[src/rtl/nfhc_defs.vh]
// Constants for the NAND erase/identify/status/reset host controller
`ifndef NFHC_DEFS_VH
`define NFHC_DEFS_VH
`define NFHC_CMD_ERASE_SETUP 8'h60
`define NFHC_CMD_ERASE_CONF 8'hd0
`define NFHC_CMD_READ_ID 8'h90
`define NFHC_CMD_STATUS 8'h70
`define NFHC_CMD_STATUS_PLANE 8'h78
`define NFHC_CMD_RESET 8'hff
`define NFHC_CMD_READ_MODE 8'h00
`define NFHC_ID_ADDR_JEDEC 8'h00
`define NFHC_ID_ADDR_ONFI 8'h20
`define NFHC_ID_LEN_JEDEC 3'd5
`define NFHC_ID_LEN_ONFI 3'd4
`define NFHC_ROW_CYCLES 2'd3
`define NFHC_STATUS_RESET_VAL 8'he0
`define NFHC_SR_PASS_FAIL 0
`define NFHC_SR_CACHE_PF 1
`define NFHC_SR_CORE_READY 5
`define NFHC_SR_READY 6
`define NFHC_SR_WP_N 7
`define NFHC_OP_ERASE 3'd0
`define NFHC_OP_READ_ID 3'd1
`define NFHC_OP_STATUS 3'd2
`define NFHC_OP_STATUS_PLANE 3'd3
`define NFHC_OP_RESET 3'd4
`define NFHC_OP_READ_MODE 3'd5
`define NFHC_T_STROBE_NS 25
`define NFHC_CLK_NS 5
`define NFHC_STROBE_CYC ((`NFHC_T_STROBE_NS + `NFHC_CLK_NS - 1) / `NFHC_CLK_NS)
`endif

[src/rtl/nfhc_sync.v]
// Three-stage pin synchroniser with agreement filter
`timescale 1ns/1ps
module nfhc_sync #(
   parameter RESET_VAL = 1'b1
) (
   // Clock and reset
   input wire core_clk,
   input wire rst,
   // Pin in, filtered level out
   input wire pin,
   output reg level_q
);
   reg s1_q;
   reg s2_q;
   reg s3_q;
   always @(posedge core_clk or posedge rst) begin
      if (rst) begin
         s1_q <= RESET_VAL;
         s2_q <= RESET_VAL;
         s3_q <= RESET_VAL;
         level_q <= RESET_VAL;
      end else begin
         s1_q <= pin;
         s2_q <= s1_q;
         s3_q <= s2_q;
         // Change counts only once stages two and three agree
         if (s2_q == s3_q) begin
            level_q <= s3_q;
         end
      end
   end
endmodule

[src/rtl/nfhc_ctrl.v]
// Host controller issuing erase, identify, status and reset to a NAND device
`timescale 1ns/1ps
`include "nfhc_defs.vh"
module nfhc_ctrl #(
   parameter STROBE_CYC = `NFHC_STROBE_CYC
) (
   // Clock and reset
   input wire core_clk,
   input wire rst,
   // User command port
   input wire req_valid,
   output wire req_ready,
   input wire [2:0] req_op,
   input wire [23:0] req_row,
   input wire req_onfi,
   output reg rsp_valid_q,
   output reg [7:0] rsp_data_q,
   output reg rsp_last_q,
   output reg op_busy_q,
   output reg erase_failed_q,
   // Device pins
   output reg chip_enable_n_q,
   output reg cmd_latch_q,
   output reg addr_latch_q,
   output reg write_strobe_n_q,
   output reg read_strobe_n_q,
   output reg [7:0] io_out_q,
   output wire io_oe_n,
   input wire [7:0] io_in,
   input wire ready_busy_n
);
   localparam ST_IDLE = 3'd0;
   localparam ST_CMD = 3'd1;
   localparam ST_ADDR = 3'd2;
   localparam ST_CONF = 3'd3;
   localparam ST_WAIT = 3'd4;
   localparam ST_READ = 3'd5;
   localparam ST_DONE = 3'd6;
   reg [2:0] state_q;
   reg [2:0] op_q;
   reg [23:0] row_q;
   reg onfi_q;
   reg [1:0] addr_cnt_q;
   reg [2:0] byte_cnt_q;
   reg [2:0] byte_total_q;
   reg [7:0] tmr_q;
   reg phase_q;
   reg drive_q;
   reg stat_after_q;
   wire rb_ready;
   wire [7:0] io_sync;
   wire tick = (tmr_q == 8'h00);
   assign io_oe_n = ~drive_q;
   // req_ready low while device shows busy; ST_IDLE still takes req_valid without it
   assign req_ready = (state_q == ST_IDLE) && rb_ready;
   // Assume busy out of reset, so req_ready stays low through power-on busy
   nfhc_sync #(
      .RESET_VAL(1'b0)
   ) u_rb_sync (
      .core_clk(core_clk),
      .rst(rst),
      .pin(ready_busy_n),
      .level_q(rb_ready)
   );
   // Bus is a pin; sync costs four cycles, so STROBE_CYC must be 4 or more
   genvar gi;
   generate
      for (gi = 0; gi < 8; gi = gi + 1) begin : g_io_sync
         nfhc_sync #(
            .RESET_VAL(1'b1)
         ) u_io_sync (
            .core_clk(core_clk),
            .rst(rst),
            .pin(io_in[gi]),
            .level_q(io_sync[gi])
         );
      end
   endgenerate
   function [7:0] op_cmd;
      input [2:0] op;
      begin
         case (op)
            `NFHC_OP_ERASE: op_cmd = `NFHC_CMD_ERASE_SETUP;
            `NFHC_OP_READ_ID: op_cmd = `NFHC_CMD_READ_ID;
            `NFHC_OP_STATUS: op_cmd = `NFHC_CMD_STATUS;
            `NFHC_OP_STATUS_PLANE: op_cmd = `NFHC_CMD_STATUS_PLANE;
            `NFHC_OP_RESET: op_cmd = `NFHC_CMD_RESET;
            default: op_cmd = `NFHC_CMD_READ_MODE;
         endcase
      end
   endfunction
   always @(posedge core_clk or posedge rst) begin
      if (rst) begin
         state_q <= ST_IDLE;
         op_q <= 3'd0;
         row_q <= 24'h000000;
         onfi_q <= 1'b0;
         addr_cnt_q <= 2'd0;
         byte_cnt_q <= 3'd0;
         byte_total_q <= 3'd0;
         tmr_q <= 8'h00;
         phase_q <= 1'b0;
         drive_q <= 1'b0;
         stat_after_q <= 1'b0;
         rsp_valid_q <= 1'b0;
         rsp_data_q <= 8'h00;
         rsp_last_q <= 1'b0;
         op_busy_q <= 1'b0;
         erase_failed_q <= 1'b0;
         chip_enable_n_q <= 1'b1;
         cmd_latch_q <= 1'b0;
         addr_latch_q <= 1'b0;
         write_strobe_n_q <= 1'b1;
         read_strobe_n_q <= 1'b1;
         io_out_q <= 8'h00;
      end else begin
         rsp_valid_q <= 1'b0;
         rsp_last_q <= 1'b0;
         if (!tick) begin
            tmr_q <= tmr_q - 8'h01;
         end
         case (state_q)
            ST_IDLE: begin
               if (req_valid) begin
                  op_q <= req_op;
                  row_q <= req_row;
                  onfi_q <= req_onfi;
                  stat_after_q <= 1'b0;
                  chip_enable_n_q <= 1'b0;
                  op_busy_q <= 1'b1;
                  state_q <= ST_CMD;
                  phase_q <= 1'b0;
                  tmr_q <= STROBE_CYC[7:0];
               end else begin
                  chip_enable_n_q <= 1'b1;
               end
            end
            ST_CMD: if (tick) begin
               if (!phase_q) begin
                  cmd_latch_q <= 1'b1;
                  drive_q <= 1'b1;
                  write_strobe_n_q <= 1'b0;
                  io_out_q <= stat_after_q ? `NFHC_CMD_STATUS : op_cmd(op_q);
                  phase_q <= 1'b1;
               end else begin
                  // Latch stays high past the rising strobe
                  write_strobe_n_q <= 1'b1;
                  phase_q <= 1'b0;
                  addr_cnt_q <= 2'd0;
                  byte_cnt_q <= 3'd0;
                  if (stat_after_q) begin
                     byte_total_q <= 3'd1;
                     state_q <= ST_READ;
                  end else begin
                     case (op_q)
                        // row cycles pick block or plane; read ID sends one ID address cycle
                        `NFHC_OP_ERASE, `NFHC_OP_STATUS_PLANE, `NFHC_OP_READ_ID:
                           state_q <= ST_ADDR;
                        `NFHC_OP_STATUS: begin
                           byte_total_q <= 3'd1;
                           state_q <= ST_READ;
                        end
                        `NFHC_OP_RESET: state_q <= ST_WAIT;
                        default: state_q <= ST_DONE;
                     endcase
                  end
               end
               tmr_q <= STROBE_CYC[7:0];
            end
            ST_ADDR: if (tick) begin
               if (!phase_q) begin
                  cmd_latch_q <= 1'b0;
                  addr_latch_q <= 1'b1;
                  write_strobe_n_q <= 1'b0;
                  if (op_q == `NFHC_OP_READ_ID) begin
                     io_out_q <= onfi_q ? `NFHC_ID_ADDR_ONFI : `NFHC_ID_ADDR_JEDEC;
                  end else begin
                     io_out_q <= row_q[8 * addr_cnt_q +: 8];
                  end
                  phase_q <= 1'b1;
               end else begin
                  write_strobe_n_q <= 1'b1;
                  phase_q <= 1'b0;
                  addr_cnt_q <= addr_cnt_q + 2'd1;
                  if (op_q == `NFHC_OP_READ_ID) begin
                     byte_total_q <= onfi_q ? `NFHC_ID_LEN_ONFI : `NFHC_ID_LEN_JEDEC;
                     state_q <= ST_READ;
                  end else if (addr_cnt_q == `NFHC_ROW_CYCLES - 2'd1) begin
                     if (op_q == `NFHC_OP_ERASE) begin
                        state_q <= ST_CONF;
                     end else begin
                        byte_total_q <= 3'd1;
                        state_q <= ST_READ;
                     end
                  end
               end
               tmr_q <= STROBE_CYC[7:0];
            end
            ST_CONF: if (tick) begin
               if (!phase_q) begin
                  addr_latch_q <= 1'b0;
                  cmd_latch_q <= 1'b1;
                  write_strobe_n_q <= 1'b0;
                  io_out_q <= `NFHC_CMD_ERASE_CONF;
                  phase_q <= 1'b1;
               end else begin
                  write_strobe_n_q <= 1'b1;
                  phase_q <= 1'b0;
                  state_q <= ST_WAIT;
               end
               tmr_q <= STROBE_CYC[7:0];
            end
            // hold off while busy pin low
            ST_WAIT: begin
               drive_q <= 1'b0;
               cmd_latch_q <= 1'b0;
               addr_latch_q <= 1'b0;
               if (tick && rb_ready) begin
                  if (op_q == `NFHC_OP_ERASE) begin
                     stat_after_q <= 1'b1;
                     state_q <= ST_CMD;
                  end else begin
                     state_q <= ST_DONE;
                  end
               end
            end
            ST_READ: begin
               drive_q <= 1'b0;
               cmd_latch_q <= 1'b0;
               addr_latch_q <= 1'b0;
               if (tick) begin
                  if (!phase_q) begin
                     read_strobe_n_q <= 1'b0;
                     phase_q <= 1'b1;
                  end else begin
                     // Sample just before the rising strobe
                     read_strobe_n_q <= 1'b1;
                     phase_q <= 1'b0;
                     rsp_valid_q <= 1'b1;
                     rsp_data_q <= io_sync;
                     byte_cnt_q <= byte_cnt_q + 3'd1;
                     if (stat_after_q) begin
                        erase_failed_q <= io_sync[`NFHC_SR_PASS_FAIL];
                     end
                     if (byte_cnt_q == byte_total_q - 3'd1) begin
                        rsp_last_q <= 1'b1;
                        state_q <= ST_DONE;
                     end
                  end
                  tmr_q <= STROBE_CYC[7:0];
               end
            end
            ST_DONE: begin
               drive_q <= 1'b0;
               cmd_latch_q <= 1'b0;
               addr_latch_q <= 1'b0;
               // own chip enable frames each request
               chip_enable_n_q <= 1'b1;
               op_busy_q <= 1'b0;
               state_q <= ST_IDLE;
            end
            default: state_q <= ST_IDLE;
         endcase
      end
   end
endmodule

[config.mk]
export PLATFORM = sky130hd
export DESIGN_NAME = nfhc_ctrl
export DESIGN_NICKNAME = d
export VERILOG_FILES = /design/src/rtl/nfhc_sync.v /design/src/rtl/nfhc_ctrl.v
export VERILOG_INCLUDE_DIRS = /design/src /design/src/rtl
export SDC_FILE = /design/constraint.sdc
export NUM_CORES = 1
export LEC_CHECK = 0
export BUFFER_PORTS_ARGS = -buffer_cell sky130_fd_sc_hd__buf_2
export CAP_MARGIN = 25
export CORE_MARGIN = 2
export CORE_UTILIZATION = 45
export CTS_CLUSTER_SIZE = 28
export DETAILED_ROUTE_END_ITERATION = 8
export GPL_TIMING_DRIVEN = 0
export HOLD_SLACK_MARGIN = 0.08
export PLACE_DENSITY = 0.65
export SYNTH_ARGS = -nofsm -noshare
export SYNTH_HDL_FRONTEND = slang
export SYNTH_SLANG_ARGS = --single-unit
[constraint.sdc]
create_clock -name core_clk -period 4.2 [get_ports core_clk]
set_clock_uncertainty 0.2 [all_clocks]
set_input_delay 0.42 -clock core_clk [delete_from_list [all_inputs] [get_ports core_clk]]
set_output_delay 0.42 -clock core_clk [all_outputs]
set_load 0.02 [all_outputs]
==> impl_summary.md <==
Run status
The flow ran to the end, and the final reports show no timing, DRC or antenna violations.

Placement
The half-perimeter wire length of the detailed placement result is 6.65 mm. The final RePlAce weighted congestion is 0.830. The area after detailed placement is 0.00530 mm^2.

The number of I/O port buffers is 66.

Worst hold path
The hold-critical path endpoint is row_q[23]. The min-delay analysis places its worst path in the category primary input to flip-flop. The hold path startpoint is req_row[23].

The worst hold path was traced through 2 stages.

Yosys
In this run, synthesis inferred 0 flip-flops with an integrated enable. The distinct cell type count after synthesis is 57. Dividing the synthesized area by the synthesized cell count gives 11.5 um^2. The post-synthesis cell count is 415.

The count of yosys warnings during synthesis is 0. The share of synthesized registers carrying an async set or reset is 100%. By count the netlist is led by dfrtp_1, nand2_1, dfstp_2. When the netlist entered floorplanning its net count stood at 460. The top cell type by total area after synthesis is dfrtp_1. In the post-synthesis netlist, the biggest area contributors are dfrtp_1, dfstp_2, mux2_2.

The sequential element share of the synthesized area is 58.6%. Counting flops and latches in the post-synthesis netlist gives 110. Among all cell types in the netlist, the one instantiated most often is dfrtp_1.

The share of synthesized area in the top cell type comes to 39.3%. The cell area after synthesis is 0.00477 mm^2. The commonest register cell after synthesis is dfrtp_1.

STA
Measured against its own limit, the worst slew margin works out to 54.8%. The final-report max-slew violation count is 0. Derived from the worst setup path, the maximum achievable clock frequency is 411 MHz.

The period utilization is 57.9%. Setup violations remaining at the end of the flow were counted as 0. The actual slew at the worst max-slew pin is 0.679 ns. The tightest hold path in the finished design has a slack of 0.0957 ns.

The count of final hold-check violations is 0. The routed design could run at a clock period as short as 2.43 ns. Setup repair after global routing left no endpoint under its margin.

Worst setup path
At the worst endpoint, the required time is 3.58 ns. Measured in cells, the most critical reg-to-reg path has a length of 8. Setup slack on the worst reg-to-reg path comes out at 1.91 ns.

Of all nets on the critical path, the largest fanout is 10. The sort of element at the start of the critical path is a flip-flop. The endpoint identified for the worst register-to-register timing path is erase_failed_q. The endpoint arrival time on the critical path is 1.81 ns. In this run the critical register-to-register path is launched from tmr_q[0]. The critical path is of the flip-flop to primary output type. The endpoint class of the critical path is a primary output.

Layout
The post-synthesis to final-layout area growth is 22.9%. The fill cell instance count of the final layout is 898. The number of antenna diodes in the final layout is 0.

In the final design database the tool counted 573 nets. With fillers left out, the area of the finished cells amounts to 0.00587 mm^2. The share of final-layout standard cells stronger than drive strength 1 is 32.8%.

Die
From left edge to right edge, the die measures 107 um. After floorplanning, the core was divided into 37 placement rows. The count of boundary I/O pins is 67. The full die area is 0.0114 mm^2. The total area inside the core boundary comes to 0.0103 mm^2. The height of the die is 107 um.

The initial standard-cell utilization of the core is 46.2%.

Global routing
The first global-routing pass estimated 16.8 mm of wire. The overall track demand over capacity in global routing is 18.5%. For this run the aggregate overflow at the end of global routing stands at 0. The number of antenna violations at the first check in global routing came to 0. Entering global routing, the biggest net connects 57 pins. The number of global-route vias before repair was 3,600.

CTS
The number of levels the H-tree was split into is 3. The worst-skew pair later-pin latency is 0.37 ns. No sink is reached through more buffers than the 2 on the longest clock path. Counting every sink on the clock net gives 110. Clock-pin slew was measured on the worst setup and hold paths at 0.10 ns. The clock tree from TritonCTS is done. The number of buffers inserted to repair setup after CTS is 0.

TritonCTS created 9 clock buffers. The clock tree root buffer cell is clkbuf_8.

Drt
In this run the remaining antenna-violating nets after routing total 0. The first TritonRoute pass finished after 5 iterations. Dividing the detail-routed wire length by the instance count gives 14.7 um. The routed wire length is 9.85 mm. Summing over every cut layer, the via total after detailed routing is 3,484.

The DRC violation count after routing is 0. The number of design-rule violations left by the first detailed-router iteration is 176. After detailed routing, the number of vias per cell comes to 5.21.

Power
The sequential fraction of design power is 42.8%. The switching power is 0.00138 W. For this design the static power due to leakage is 2.72 nW. Internal power comes to 0.00231 W. The switching share of total power is 37.4%. In this run the power density over the cells is 629 mW/mm^2. The combinational fraction of design power is 39.0%. The maximum VDD drop is 0.000284 V. The share of total power dissipated in the clock network is 18.2%.

Run
The max-cap violation count is 0.
## final cells by class
class | count | area, um^2 | share of cell area (%)
sequential | 110 | 2800 | 47.7
tap | 136 | 170 | 2.90
buffer | 22 | 105 | 1.79
inverter | 12 | 50.0 | 0.853
clock buffer | 9 | 124 | 2.11
timing repair buffer | 102 | 708 | 12.1
clock inverter | 7 | 88.8 | 1.51
multi-input combinational | 271 | 1820 | 31.1
## sequential cells by signal (all words and copies together) (netlist names), 3 cells and up
register,count
io_out_q,8
g_io_sync.u_io_sync.s1_q,8
rsp_data_q,8
g_io_sync.u_io_sync.s2_q,8
op_q,3
g_io_sync.u_io_sync.s3_q,8
state_q,3
g_io_sync.u_io_sync.level_q,8
byte_cnt_q,3
row_q,24
tmr_q,8
## cell families (layout without fill, tap and decap cells)
logic type | Yosys count | after routing | synth area share [%]
AOI/OAI and AO/OA | 78 | 78 | 10.9
muxes | 43 | 43 | 9.88
DFF | 110 | 110 | 58.6
adders and majority gates | 14 | 14 | 3.20
xor gates and xnor gates | 8 | 8 | 1.47
buffers and inverters | 34 | 152 | 3.20
and+or+nand+nor | 128 | 128 | 12.7
## through the flow
step	total power, W	setup slack, ns	std cells	setup TNS (ns)	utilization, %
finish	0.00369	1.77	669	0	56.8
CTS	0.00371	1.79	669	0	56.8
global route	0.00396	1.68	669	0	56.8
global placement	0.00295	-0.448	617	-33.26	51.1
floorplan	0.00263	0.736	415	0	-
detailed placement	0.00301	1.90	618	0	51.4
## metal layers
metal | GRT usage [%] | part of all wire, % | vias up
met5 | 0 | 0 | -
met4 | 7.24 | 1.6 | 0
met3 | 3.59 | 5.1 | 16
met2 | 29.3 | 47 | 88
met1 | 25.3 | 46 | 1709
li1 | - | - | 1671
## power by group through the flow
stage	Combinational, W	Sequential, W	Clock (W)
after floorplan	0.00100	0.00163	0
after global placement	0.00137	0.00158	0
after detailed placement	0.00141	0.00160	0
after CTS	0.00144	0.00158	0.000694
after global routing	0.00160	0.00162	0.000735
final	0.00144	0.00158	0.000671
## layout by cell type (no fill, tap or decap), drive strengths merged, types with 5 or more instances in the layout
master	count
mux2i	13
o21ai	21
nand2	58
a31oi	8
mux2	30
maj3	9
a21oi	18
nor3	10
a22o	5
dlygate4sd3	35
dfstp	35
nor3b	6
nor2	29
nand3	6
clkbuf	15
ha	5
inv	15
dfrtp	75
buf	83
## worst max path at each step
stage	start	endpoint	slack [ns]	cells past startpoint
after floorplan	rst	addr_cnt_q[0]	0.74	1
after global placement	rst	tmr_q[6]	-0.45	2
after detailed placement	tmr_q[0]	erase_failed_q	1.90	8
after CTS	state_q[2]	req_ready	1.79	4
after global routing	tmr_q[1]	rsp_data_q[1]	1.68	8
final	state_q[2]	req_ready	1.77	4
## worst max-delay path, stage by stage, from the launching register on
cell      delay [ns]
dfrtp_1         0.45
buf_2           0.28
clkbuf_1        0.42
nor2_1          0.12
buf_2           0.18
## timing repair
item                       4_1_cts  5_1_grt
gates resized for setup          0        0
setup endpoints to repair        0        0
hold endpoints to repair        57        0
hold buffers                    35        0
(Power assumes the default switching activity.)
